## src/rtl/qdec_pkg.sv

```systemverilog
// constants, field layouts and carrier types for the quadrature decoder bank
// assumes one 20 MHz core clock and an AHB-Lite register bus
package qdec_pkg;
    // ==========================================================
    // sizes
    localparam int NUM_DEC = 8;
    localparam int NUM_PINS = 16;
    localparam int SRC_W = 4;
    localparam int CNT_W = 32;
    localparam logic [3:0] NUM_SLOTS = 4'h8;
    // clock period, used by software to turn period counts into seconds
    localparam int CLK_PERIOD_NS = 50;
    // ==========================================================
    // register byte offsets
    localparam logic [7:0] OFS_INT_STATUS = 8'h00;
    localparam logic [7:0] OFS_INT_MASK = 8'h04;
    localparam logic [7:0] OFS_COMMAND = 8'h08;
    localparam logic [7:0] OFS_CMD_STATUS = 8'h0C;
    localparam logic [7:0] OFS_SELECT = 8'h10;
    localparam logic [7:0] OFS_COUNT = 8'h14;
    localparam logic [7:0] OFS_PERIOD = 8'h18;
    localparam logic [7:0] OFS_FLAGS = 8'h1C;
    localparam logic [7:0] OFS_HALT_TIMEOUT = 8'h20;
    // ==========================================================
    // command register fields
    localparam int CMD_SLOT_LSB = 0;
    localparam int CMD_OPEN_BIT = 8;
    localparam int CMD_CLOSE_BIT = 9;
    localparam int CMD_START_BIT = 10;
    localparam int CMD_STOP_BIT = 11;
    localparam int CMD_RESET_BIT = 12;
    localparam int CMD_POL_BIT = 16;
    localparam int CMD_SRC_A_LSB = 20;
    localparam int CMD_SRC_B_LSB = 24;
    // interrupt status: stall events in low bits, command error above
    localparam int INT_ERR_BIT = 8;
    // ==========================================================
    // reset values
    localparam logic [31:0] HALT_TIMEOUT_RST = 32'h0000_0000;
    localparam logic [8:0] INT_MASK_RST = 9'h000;
    localparam logic [3:0] SELECT_RST = 4'h0;
    // observable state of one decoder
    typedef struct packed {
        logic [CNT_W-1:0] count;
        logic [CNT_W-1:0] period;
        logic dir;
        logic stalled;
    } dec_state_t;
endpackage : qdec_pkg

```

## src/rtl/qdec_sync.sv

```systemverilog
// two flip-flop synchroniser bank for asynchronous pins
// assumes each bit is an independent level
`timescale 1ns/1ps
module qdec_sync #(
    parameter int WIDTH = 16
) (
    // clock and reset
    input wire logic i_clk,
    input wire logic i_rst,
    // asynchronous pins and synchronised copy
    input wire logic [WIDTH-1:0] i_async,
    output logic [WIDTH-1:0] o_sync
);
    logic [WIDTH-1:0] meta_reg; // first stage, read only by second stage
    logic [WIDTH-1:0] sync_reg; // second stage

    // ==========================================================
    // two stages, no logic between them
    always_ff @(posedge i_clk) begin
        if (i_rst) begin
            meta_reg <= '0;
            sync_reg <= '0;
        end else begin
            meta_reg <= i_async;
            sync_reg <= meta_reg;
        end
    end

    assign o_sync = sync_reg;
endmodule : qdec_sync

```

## src/rtl/qdec_channel.sv

```systemverilog
// one 4x quadrature decoder with period and stall tracking
// assumes phase inputs already synchronised to the core clock
`timescale 1ns/1ps
module qdec_channel (
    // clock and reset
    input wire logic i_clk,
    input wire logic i_rst,
    // synchronised phases
    input wire logic i_phase_a,
    input wire logic i_phase_b,
    // control
    input wire logic i_run,
    input wire logic i_clear,
    input wire logic i_polarity,
    input wire logic [31:0] i_halt_timeout,
    // state
    output qdec_pkg::dec_state_t o_state,
    output logic o_stall_event
);
    logic prev_a_reg; // last sampled phases
    logic prev_b_reg;
    logic [31:0] gap_reg; // cycles since last step
    qdec_pkg::dec_state_t st_reg;
    qdec_pkg::dec_state_t st_next;

    // ==========================================================
    // edge classification
    wire chg_a = i_phase_a ^ prev_a_reg;
    wire chg_b = i_phase_b ^ prev_b_reg;
    wire one_chg = chg_a ^ chg_b;
    // each single edge steps while running
    wire step = i_run & one_chg;
    // a leads b when the changed phase now differs / agrees accordingly
    wire a_lead = chg_a ? (i_phase_a ^ i_phase_b) : ~(i_phase_a ^ i_phase_b);
    wire up = i_polarity ? a_lead : ~a_lead;
    wire gap_full = &gap_reg;
    // timeout of zero disables stall detection
    wire halt_hit = i_run & (i_halt_timeout != 32'h0000_0000) & (gap_reg >= i_halt_timeout);

    // ==========================================================
    // next state
    always_comb begin
        st_next = st_reg;
        if (step) begin
            st_next.count = up ? st_reg.count + 32'h0000_0001 : st_reg.count - 32'h0000_0001;
            st_next.dir = up;
            st_next.period = gap_full ? gap_reg : gap_reg + 32'h0000_0001;
            st_next.stalled = 1'b0;
        end else if (halt_hit) begin
            st_next.stalled = 1'b1;
        end
        // reset zeroes count regardless of run
        if (i_clear) begin
            st_next.count = '0;
        end
    end

    // ==========================================================
    // registers; phases tracked while stopped so a restart sees no false edge
    always_ff @(posedge i_clk) begin
        if (i_rst) begin
            prev_a_reg <= 1'b0;
            prev_b_reg <= 1'b0;
            gap_reg <= '0;
            st_reg <= '0;
        end else begin
            prev_a_reg <= i_phase_a;
            prev_b_reg <= i_phase_b;
            st_reg <= st_next;
            if (step) begin
                gap_reg <= '0;
            end else if (i_run && !gap_full) begin
                gap_reg <= gap_reg + 32'h0000_0001;
            end
        end
    end

    assign o_state = st_reg;
    assign o_stall_event = halt_hit & ~st_reg.stalled & ~step;
endmodule : qdec_channel

```

## src/rtl/quad_decoder_4x.sv

```systemverilog
// bank of eight 4x quadrature decoders behind an AHB-Lite slave
// assumes a single AHB-Lite master, word transfers, and
// encoder phases arriving asynchronously on pins
//
// Design decisions made here: the register offsets and register access over AHB-Lite.
`timescale 1ns/1ps
module quad_decoder_4x #(
    parameter int NUM_PINS = qdec_pkg::NUM_PINS
) (
    // clock and reset
    input wire logic I_CORE_CLK,
    input wire logic I_RST,
    // ahb-lite slave
    input wire logic I_HSEL,
    input wire logic [31:0] I_HADDR,
    input wire logic [1:0] I_HTRANS,
    input wire logic I_HWRITE,
    input wire logic [2:0] I_HSIZE,
    input wire logic [31:0] I_HWDATA,
    input wire logic I_HREADY,
    output logic [31:0] O_HRDATA,
    output logic O_HREADYOUT,
    output logic O_HRESP,
    // encoder phase pins
    input wire logic [NUM_PINS-1:0] I_PHASE_PINS,
    // interrupt
    output logic O_IRQ
);
    localparam int ND = qdec_pkg::NUM_DEC;
    localparam int SW = qdec_pkg::SRC_W;

    // ==========================================================
    // pin synchronisation
    logic [NUM_PINS-1:0] pins_sync; // pins in core clock domain

    qdec_sync #(
        .WIDTH(NUM_PINS)
    ) u_sync (
        .i_clk(I_CORE_CLK),
        .i_rst(I_RST),
        .i_async(I_PHASE_PINS),
        .o_sync(pins_sync)
    );

    // ==========================================================
    // ahb address phase capture
    logic wr_pend_reg; // write data phase pending
    logic [7:0] wr_addr_reg; // byte offset of pending write
    logic [31:0] hrdata_reg; // read data, loaded at address phase

    // a transfer is taken when selected, active and the bus is ready
    wire take = I_HSEL & I_HTRANS[1] & I_HREADY;
    wire take_rd = take & ~I_HWRITE;
    wire take_wr = take & I_HWRITE;
    wire [7:0] rd_ofs = I_HADDR[7:0];
    // upper address bits outside the block's window read as unmapped
    wire in_win = (I_HADDR[31:8] == 24'h000000);

    // write strobes for the data phase
    wire wr_int_status = wr_pend_reg & (wr_addr_reg == qdec_pkg::OFS_INT_STATUS);
    wire wr_int_mask = wr_pend_reg & (wr_addr_reg == qdec_pkg::OFS_INT_MASK);
    wire wr_command = wr_pend_reg & (wr_addr_reg == qdec_pkg::OFS_COMMAND);
    wire wr_select = wr_pend_reg & (wr_addr_reg == qdec_pkg::OFS_SELECT);
    wire wr_timeout = wr_pend_reg & (wr_addr_reg == qdec_pkg::OFS_HALT_TIMEOUT);

    // ==========================================================
    // per-slot control state
    logic [ND-1:0] reserved_reg; // slot held by software
    logic [ND-1:0] run_reg; // slot decoding
    logic [ND-1:0] pol_reg; // count sense per slot
    logic [SW-1:0] src_a_reg [ND]; // phase_a_input source
    logic [SW-1:0] src_b_reg [ND]; // phase_b_input source
    logic [31:0] halt_timeout_setting_reg [ND];
    logic [3:0] select_reg; // decoder_handle for reads
    logic cmd_err_reg; // last command, select or timeout write failed
    logic [8:0] int_status_reg;
    logic [8:0] int_mask_reg;

    // ==========================================================
    // command decode, from the write data
    wire [3:0] decoder_slot_number = I_HWDATA[qdec_pkg::CMD_SLOT_LSB +: 4];
    wire [2:0] slot = decoder_slot_number[2:0];
    wire slot_ok = decoder_slot_number < qdec_pkg::NUM_SLOTS;
    wire sel_ok = select_reg < qdec_pkg::NUM_SLOTS;
    wire new_sel_ok = I_HWDATA[3:0] < qdec_pkg::NUM_SLOTS;
    wire c_open = I_HWDATA[qdec_pkg::CMD_OPEN_BIT];
    wire c_close = I_HWDATA[qdec_pkg::CMD_CLOSE_BIT];
    wire c_start = I_HWDATA[qdec_pkg::CMD_START_BIT];
    wire c_stop = I_HWDATA[qdec_pkg::CMD_STOP_BIT];
    wire c_reset = I_HWDATA[qdec_pkg::CMD_RESET_BIT];
    wire c_pol = I_HWDATA[qdec_pkg::CMD_POL_BIT];
    wire [SW-1:0] c_src_a = I_HWDATA[qdec_pkg::CMD_SRC_A_LSB +: SW];
    wire [SW-1:0] c_src_b = I_HWDATA[qdec_pkg::CMD_SRC_B_LSB +: SW];
    wire held = reserved_reg[slot];
    // opening a held slot, or acting on a free one, is refused
    wire cmd_bad = ~slot_ok | (c_open & held) | (~c_open & ~held);
    wire cmd_go = wr_command & ~cmd_bad;
    // error event from a refused command, select or timeout write
    wire err_event = (wr_command & cmd_bad) | (wr_select & ~new_sel_ok) | (wr_timeout & ~sel_ok);

    // ==========================================================
    // decoder instances
    qdec_pkg::dec_state_t dec_state [ND];
    logic [ND-1:0] stall_event;
    logic [ND-1:0] clear_pulse;

    generate
        for (genvar g = 0; g < ND; g++) begin : g_dec
            wire ph_a = pins_sync[src_a_reg[g]];
            wire ph_b = pins_sync[src_b_reg[g]];
            // reset command pulse for this slot
            assign clear_pulse[g] = cmd_go & c_reset & (slot == g);
            qdec_channel u_chan (
                .i_clk(I_CORE_CLK),
                .i_rst(I_RST),
                .i_phase_a(ph_a),
                .i_phase_b(ph_b),
                .i_run(run_reg[g]),
                .i_clear(clear_pulse[g]),
                .i_polarity(pol_reg[g]),
                .i_halt_timeout(halt_timeout_setting_reg[g]),
                .o_state(dec_state[g]),
                .o_stall_event(stall_event[g])
            );
        end
    endgenerate

    // ==========================================================
    // bus bookkeeping: remember a write for its data phase
    always_ff @(posedge I_CORE_CLK) begin
        if (I_RST) begin
            wr_pend_reg <= 1'b0;
            wr_addr_reg <= 8'h00;
        end else begin
            wr_pend_reg <= take_wr & in_win;
            wr_addr_reg <= I_HADDR[7:0];
        end
    end

    // ==========================================================
    // slot reservation and run state
    always_ff @(posedge I_CORE_CLK) begin
        if (I_RST) begin
            reserved_reg <= '0;
            run_reg <= '0;
            pol_reg <= '0;
        end else if (cmd_go) begin
            if (c_open) begin
                // reserve slot and latch its routing
                reserved_reg[slot] <= 1'b1;
                run_reg[slot] <= 1'b0;
                pol_reg[slot] <= c_pol;
            end else if (c_close) begin
                reserved_reg[slot] <= 1'b0;
                run_reg[slot] <= 1'b0;
            end else if (c_stop) begin
                run_reg[slot] <= 1'b0;
            end else if (c_start) begin
                run_reg[slot] <= 1'b1;
            end
        end
    end

    // ==========================================================
    // source routing and halt timeouts, one entry per slot
    generate
        for (genvar s = 0; s < ND; s++) begin : g_cfg
            always_ff @(posedge I_CORE_CLK) begin
                if (I_RST) begin
                    src_a_reg[s] <= '0;
                    src_b_reg[s] <= '0;
                    halt_timeout_setting_reg[s] <= qdec_pkg::HALT_TIMEOUT_RST;
                end else begin
                    if (cmd_go && c_open && slot == s) begin
                        src_a_reg[s] <= c_src_a;
                        src_b_reg[s] <= c_src_b;
                    end
                    if (wr_timeout && sel_ok && select_reg[2:0] == s) begin
                        halt_timeout_setting_reg[s] <= I_HWDATA;
                    end
                end
            end
        end
    endgenerate

    // ==========================================================
    // read selection and error flag
    always_ff @(posedge I_CORE_CLK) begin
        if (I_RST) begin
            select_reg <= qdec_pkg::SELECT_RST;
            cmd_err_reg <= 1'b0;
        end else begin
            if (wr_select) begin
                select_reg <= I_HWDATA[3:0];
            end
            // error shows the result of the latest command, select or timeout write
            if (wr_command || wr_select || wr_timeout) begin
                cmd_err_reg <= err_event;
            end
        end
    end

    // ==========================================================
    // interrupt status: read clears, a new event in that cycle wins
    wire [8:0] int_set = {err_event, stall_event};
    wire rd_status = take_rd & in_win & (rd_ofs == qdec_pkg::OFS_INT_STATUS);
    wire [8:0] int_clr = rd_status ? 9'h1FF : 9'h000;

    always_ff @(posedge I_CORE_CLK) begin
        if (I_RST) begin
            int_status_reg <= '0;
            int_mask_reg <= qdec_pkg::INT_MASK_RST;
        end else begin
            int_status_reg <= (int_status_reg & ~int_clr) | int_set;
            if (wr_int_mask) begin
                int_mask_reg <= I_HWDATA[8:0];
            end
        end
    end

    // writes to the status register are ignored; only reads clear it
    wire unused_wr = wr_int_status;

    // ==========================================================
    // read data mux; invalid selection reads zero state
    qdec_pkg::dec_state_t sel_state;
    assign sel_state = sel_ok ? dec_state[select_reg[2:0]] : '0;
    wire [31:0] sel_timeout = sel_ok ? halt_timeout_setting_reg[select_reg[2:0]] : 32'h0000_0000;
    wire [31:0] flags_word = {28'h0000000, reserved_reg[select_reg[2:0]] & sel_ok,
                              run_reg[select_reg[2:0]] & sel_ok, sel_state.stalled, sel_state.dir};
    wire [31:0] cmd_status_word = {8'h00, run_reg, reserved_reg, 7'h00, cmd_err_reg};
    logic [31:0] rd_word;

    always_comb begin
        rd_word = 32'h0000_0000;
        if (!in_win) begin
            rd_word = 32'h0000_0000;
        end else if (rd_ofs == qdec_pkg::OFS_INT_STATUS) begin
            rd_word = {23'h000000, int_status_reg};
        end else if (rd_ofs == qdec_pkg::OFS_INT_MASK) begin
            rd_word = {23'h000000, int_mask_reg};
        end else if (rd_ofs == qdec_pkg::OFS_CMD_STATUS) begin
            rd_word = cmd_status_word;
        end else if (rd_ofs == qdec_pkg::OFS_SELECT) begin
            rd_word = {28'h0000000, select_reg};
        end else if (rd_ofs == qdec_pkg::OFS_COUNT) begin
            rd_word = sel_state.count;
        end else if (rd_ofs == qdec_pkg::OFS_PERIOD) begin
            rd_word = sel_state.period;
        end else if (rd_ofs == qdec_pkg::OFS_FLAGS) begin
            rd_word = flags_word;
        end else if (rd_ofs == qdec_pkg::OFS_HALT_TIMEOUT) begin
            rd_word = sel_timeout;
        end
    end

    // ==========================================================
    // read data register, loaded when the read is taken
    // zero wait states; a read straight after a write sees pre-write data
    always_ff @(posedge I_CORE_CLK) begin
        if (I_RST) begin
            hrdata_reg <= 32'h0000_0000;
        end else if (take_rd) begin
            hrdata_reg <= rd_word;
        end
    end

    // ==========================================================
    // outputs
    assign O_HRDATA = hrdata_reg;
    assign O_HREADYOUT = 1'b1;
    assign O_HRESP = 1'b0;
    assign O_IRQ = |(int_status_reg & int_mask_reg);
endmodule : quad_decoder_4x

```

## config.mk

```make
export PLATFORM = sky130hd
export DESIGN_NAME = quad_decoder_4x
export DESIGN_NICKNAME = d
export VERILOG_FILES = /design/src/rtl/qdec_pkg.sv /design/src/rtl/qdec_sync.sv /design/src/rtl/qdec_channel.sv /design/src/rtl/quad_decoder_4x.sv
export SDC_FILE = /design/constraint.sdc
export NUM_CORES = 2
export LEC_CHECK = 0
export BUFFER_PORTS_ARGS = -buffer_cell sky130_fd_sc_hd__buf_2
export CORE_MARGIN = 3
export CORE_UTILIZATION = 25
export CTS_CLUSTER_SIZE = 24
export DETAILED_ROUTE_END_ITERATION = 8
export GPL_ROUTABILITY_DRIVEN = 0
export PLACE_DENSITY = 0.48
export SYNTH_ARGS = -nofsm -noshare
export SYNTH_HDL_FRONTEND = slang
export SYNTH_HIERARCHICAL = 1
export SYNTH_SLANG_ARGS = --single-unit
```

## constraint.sdc

```tcl
create_clock -name I_CORE_CLK -period 5.4 [get_ports I_CORE_CLK]
set_input_delay 1.08 -clock I_CORE_CLK [delete_from_list [all_inputs] [get_ports I_CORE_CLK]]
set_output_delay 1.08 -clock I_CORE_CLK [all_outputs]
set_load 0.02 [all_outputs]
```

* Word level (Yosys, flattened, before mapping)
Memory sizes are Yosys's and may differ from the RTL's. A register that Yosys moved wholly into a read port is not among the register bits.
Cells that the tools add are included.
** Word-level totals
- Register bits after elaboration :: 920
- Memory bits (writable) :: 320
- Memories kept :: 3
** Cells by class
- Add/subtract/negate cells :: 24
- Muxes and demuxes :: 170
- Bitwise operators :: 176
- Reductions and logical operators :: 79
- Equality and inequality tests :: 25
- Magnitude comparators :: 30
** Memory list
- halt_timeout_setting_reg :: depth 8, bits a word 32, rd ports 9, clocked after Yosys merged registers in 1, wr ports 8, line quad_decoder_4x.sv:73 : logic [31:0] halt_timeout_setting_reg [ND];
- src_a_reg :: depth 8, bits a word 4, rd ports 8, clocked after Yosys merged registers in 0, wr ports 8, line quad_decoder_4x.sv:71 : logic [SW-1:0] src_a_reg [ND];
- src_b_reg :: depth 8, bits a word 4, rd ports 8, clocked after Yosys merged registers in 0, wr ports 8, line quad_decoder_4x.sv:72 : logic [SW-1:0] src_b_reg [ND];
** Operators with widths (number)
- two-way mux 32 bit :: 34
- adder 32 x 1 -> 32 bit (second input constant) :: 16
- greater-or-equal comparator 32 bit :: 8
- AND reduction 32 bit :: 8
- nonzero test 32 bit :: 8
- subtractor 32 x 1 -> 32 bit (second input constant) :: 8
- binary-select mux 66 bit (select 3 bit) :: 1
- two-way mux 66 bit :: 3
- two-way mux 1 bit :: 86
- < comparator 4 x 5 -> 1 bit (second input constant) :: 16
- bitwise AND 1 bit :: 68
- binary-select mux 1 bit (select 4 bit) :: 16
- two-way mux 4 bit :: 16
- two-way mux 8 bit :: 6
- == test 8 x 5 -> 1 bit (second input constant) :: 5
- NOT 1 bit :: 38
- OR reduction 2 bit :: 16
- bitwise XOR 1 bit :: 32
- bitwise OR 1 bit :: 28
- logical AND 1 bit :: 27
- == test 3 bit (second input constant) :: 8
- logical NOT 24 bit :: 1
- bitwise AND 9 bit :: 2
- bitwise AND 8 bit :: 2
- other kinds (27) :: 51

* Logic depth before layout (Yosys ltp)
- Word-level depth :: 13
- Gate-level depth with buffers :: 15

* Hierarchy
Netlist, hierarchy kept.
** Modules (own cells, without submodules)
- qdec_channel at g_dec[0].u_chan ... :: instances 7, cells an instance 816, area each 6282.3 sq um
- quad_decoder_4x :: instances 1, cells an instance 1885, area each 24642.4 sq um
- qdec_channel at g_dec[7].u_chan :: instances 1, cells an instance 835, area each 6553.8 sq um
- qdec_sync :: instances 1, cells an instance 67, area each 863.3 sq um

* Least setup slack after synthesis
No wires, ideal clock.
- Path kind :: reg-to-reg
- Start point :: mem src_b_reg[0][0] in the netlist's numbering
- End point :: reg g_dec[0].u_chan.st_reg, in the netlist g_dec[0].u_chan/o_state[54]
- Required time :: 5341 ps
- Arrival :: 4572 ps
- Cell stages (with the launch flop) :: 15
- Path slack :: 768 ps
- Cell sequence :: edfxtp_1 mux4_2 mux4_2 xor3_1 buf_4 clkbuf_1 xnor2_1 ha_1 or4_4 or4_4 o21ai_2 and2_4 a21oi_1 or4_1 nand2_1
** RTL lines
- from (decl) :: line quad_decoder_4x.sv:72
- to (signal assigned) :: line qdec_channel.sv:69 : st_reg <= st_next;
- to (decl) :: line qdec_channel.sv:23 : qdec_pkg::dec_state_t st_reg;

* Worst setup path after layout
- Start point :: reg u_sync.sync_reg[15], in the netlist u_sync/o_sync[15]
- End point :: reg g_dec[5].u_chan.st_reg, in the netlist g_dec[5].u_chan/o_state[64]
** Between the ends
- Longest elaborated chain between the ends :: 8
- Elaborated cells on any way between the ends :: 14
- Those cells by class :: mux: 7; bitwise: 7
** RTL lines
- from (decl) :: line qdec_sync.sv:15 : logic [WIDTH-1:0] sync_reg;
- from (signal assigned) :: line qdec_sync.sv:25 : sync_reg <= meta_reg;
- binary-select mux 1 bit (select 4 bit) * :: line quad_decoder_4x.sv:110 : wire ph_b = pins_sync[src_b_reg[g]];
- two-way mux 1 bit (not written as such) * :: line quad_decoder_4x.sv:110
- named net g_dec[5].ph_b :: line quad_decoder_4x.sv:110
- bitwise XOR 1 bit :: line qdec_channel.sv:34 : wire a_lead = chg_a ? (i_phase_a ^ i_phase_b) : ~(i_phase_a ^ i_phase_b);
- NOT 1 bit :: line qdec_channel.sv:34
- two-way mux 1 bit :: line qdec_channel.sv:34
- NOT 1 bit :: line qdec_channel.sv:35 : wire up = i_polarity ? a_lead : ~a_lead;
- two-way mux 1 bit :: line qdec_channel.sv:35
- two-way mux 32 bit :: line qdec_channel.sv:45 : st_next.count = up ? st_reg.count + 32'h0000_0001 : st_reg.count - 32'h0000_0001;
- to (signal assigned) :: line qdec_channel.sv:69
- to (decl) :: line qdec_channel.sv:23
The timed path passes the listed nets; every way through them passes the cells marked *. The select of a mux whose other input is x is not followed.
A chain may end at the register's enable or synchronous reset.

==> metrics.md <==
| Metric | Value |
|---|---|
| Mapped Area | approximately 76000 µm² |
| 1st-iter DRT viols | about 9.6k |
| H-tree depth | 4 |
| Power Density | 255 nW/µm² |
| Post-synth cell types | 98 |
| Design area | 85900 µm² |
| Hold Vio Cnt, Final | 0 |
| CTS clk-pin slew, worst paths | around 0.06 ns |
| Ports | approximately 130 |
| Number of global-route vias before repair | 63.7k |
| Max-slew headroom | 12.4% |
| Placed inst area | 80600 µm² |
| Dpl hpwl | about 260000 µm |
| Drt drc | 0 |
| Largest net degree at the start of global routing | between 100 and 150 |
| Top-area cell type share of the netlist area | 24.3% |
| Syn nets | 8861 |
| RSZ-0062 raised after global routing | no |
| Post-CTS Setup Bufs | 0 |
| Clock sink total | 1243 |
| Max VDD drop | 0.000264 V |
| Post-CTS sizing | 0 |
| Wire per inst | between 20 and 30 µm |
| Count leader, synth | nor2_1 |
| Port bufs | around 120 |
| ANT nets after route | 0 |
| Final WL | 336000 µm |
| Core box area | between 300000 and 400000 µm² |
| Sequential share of the synthesized area | a little under two fifths |
| Final TNS setup | 0 ns |
| Syn Inst Count | about 8.5k |
| Max FFs per register | ~530 |
| Tightest Pin Transition | 1.30 ns |
| CTS root buffer | clkbuf_16 |
| Critical path class | flop to flop |
| CP arrival | between 5 and 6 ns |
| Final worst path period need | 4.81 ns |
| Post-synth ARST share | 0% |
| Die Ht | 557 µm |
| Num CTS Buffers | 151 |
| Clock buffer depth | 3 |
| Worst path required time | approximately 6 ns |
| EDFF count, synth | between 300 and 400 |
| Setup violators final | 0 |
| # hold bufs at CTS | 0 |
| Max Slew Vio Count | 0 |
| Status | complete, no violations |
| Most used DFF post-synth | dfxtp_1 |
| Row cnt | between 200 and 250 |
| Initial Util | between 20 and 30% |
| Drt pass-1 iters | 6 |
| Nets@finish | slightly below 9k |
| Share of layout cells above drive strength 1 | between 10% and 20% |
| GR Overflow Total | 0 |
| Routed vias/inst | roughly 5.5 |
| Clk_lat worst skew | 0.84 ns |
| Via count | 69.1k |
| Critical path capture point type | flop |
| Die X | 557 µm |
| CTS tree | built |
| First-pass GRT wire length | between 400000 and 500000 µm |
| Hold WS | approximately 0.45 ns |
| Ys Warns | 6 |
| Layout area overhead | 13.0% |
| Max-cap violations | 0 |
| Yosys reg bits | approximately 1.2k |
| Yosys top cell by area | dfxtp_1 |
| Layout Skew | about 0.051 ns |
| Largest fanout on the critical path | 16 |
| Fmax | between 200 and 250 MHz |
| P_leak | 0.0304 µW |
| Top cells by area, synth | dfxtp_1 24%, edfxtp_1 13%, mux4_2 7.8%, nor2_1 5.2%, ha_1 4.5% |
| Most frequent cells after synthesis | 1046 x nor2_1, 923 x dfxtp_1, 556 x nand2_1 |
| Die area | 311000 µm² |
| Initial antenna violation count | 57 |
| Startpoint types | flop |
| Avg Inst Size Synth | 8.95 µm² |
| Worst hold-check path type | flop to flop |
| GRT Util Overall | 20.8% |
| Final worst path period share | about nine tenths |
| Core Util, Final | between 20 and 30% |
-- power by group --
part,internal [µW],switching [µW],total [µW]
clock network,6380,4570,11000
registers,9640,227,9860
logic,350,767,1120
total,16400,5570,21900
-- cell type report --
| cell class | instances | area [µm²] |
|---|---|---|
| multi-input combinational | 6401 | 44700 |
| clock inverter | 72 | 971 |
| fill | 31600 | 215000 |
| tap | 3958 | 4950 |
| antenna | 22 | 55.1 |
| clock buffer | 209 | 4350 |
| inverter | 306 | 1150 |
| timing repair buffer | 253 | 1680 |
| sequential | 1243 | 28100 |
-- worst paths after layout --
| kind | startpoint | to | slack [ns] | depth (start not counted) |
|---|---|---|---|---|
| min reg2reg | g_dec[3].u_chan/o_state[30] | g_dec[3].u_chan/o_state[30] | 0.45 | 2 |
| min | g_dec[3].u_chan/o_state[30] | g_dec[3].u_chan/o_state[30] | 0.45 | 2 |
| max | u_sync/o_sync[15] | g_dec[5].u_chan/o_state[64] | 0.59 | 12 |
| max reg2reg | u_sync/o_sync[15] | g_dec[5].u_chan/o_state[64] | 0.59 | 12 |
-- stage by stage --
step           std cells  setup slack, ns  power, µW
2_1_floorplan       8499            0.768      10600
3_3_place_gp       12200            0.587      11100
3_5_place_dp       12200            0.605      11100
4_1_cts            12400            0.655      22100
5_1_grt            12400            0.448      22600
6_report           12500            0.590      21900
-- placed cells by master, fill, tap and decap left out, drive strengths merged, types with 209 or more instances in the layout --
master,count
a21oi,340
and2,349
buf,253
clkbuf,209
dfxtp,923
edfxtp,320
ha,272
inv,309
mux4,262
nand2,556
nand3,319
nand4,248
nor2,1046
nor3,219
nor4,211
o21ai,334
or3,245
xnor2,292
xor2,293
-- critical path, stage by stage (launching register included) --
cell	delay, ns
dfxtp_1	0.55
mux4_2	0.56
mux4_2	0.64
xor3_1	0.57
xnor2_1	0.18
ha_1	0.29
or4_4	0.46
o21ai_0	0.37
nand4_1	0.25
a22oi_1	0.34
mux2i_1	0.27
xnor2_1	0.16
nor2_1	0.05
-- cell families (layout without fill, tap and decap cells) --
logic type / Yosys count / count (layout) / synth area share (%)
flip-flops: 1243 / 1243 / 36.9
XOR/XNOR: 601 / 601 / 7.23
multiplexers: 476 / 476 / 10.6
buffers and inverters: 855 / 840 / 4.50
adder cells (fa/ha/maj): 272 / 272 / 4.48
other: 2 / 24 / 0.00988
AND/OR/NAND/NOR: 3706 / 3706 / 25.0
AO/OA/AOI/OAI: 1344 / 1344 / 11.2
-- metal layers --
| layer | vias to the layer above | global-route usage (%) | wire (µm) |
|---|---|---|---|
| li1 | 30700 | - | - |
| met1 | 34000 | 28.5 | 140000 |
| met2 | 3756 | 30.7 | 142000 |
| met3 | 662 | 4.26 | 33500 |
| met4 | 8 | 11.0 | 20300 |
| met5 | - | 0 | 54 |
Note: power is estimated with default switching activity, not from simulation.
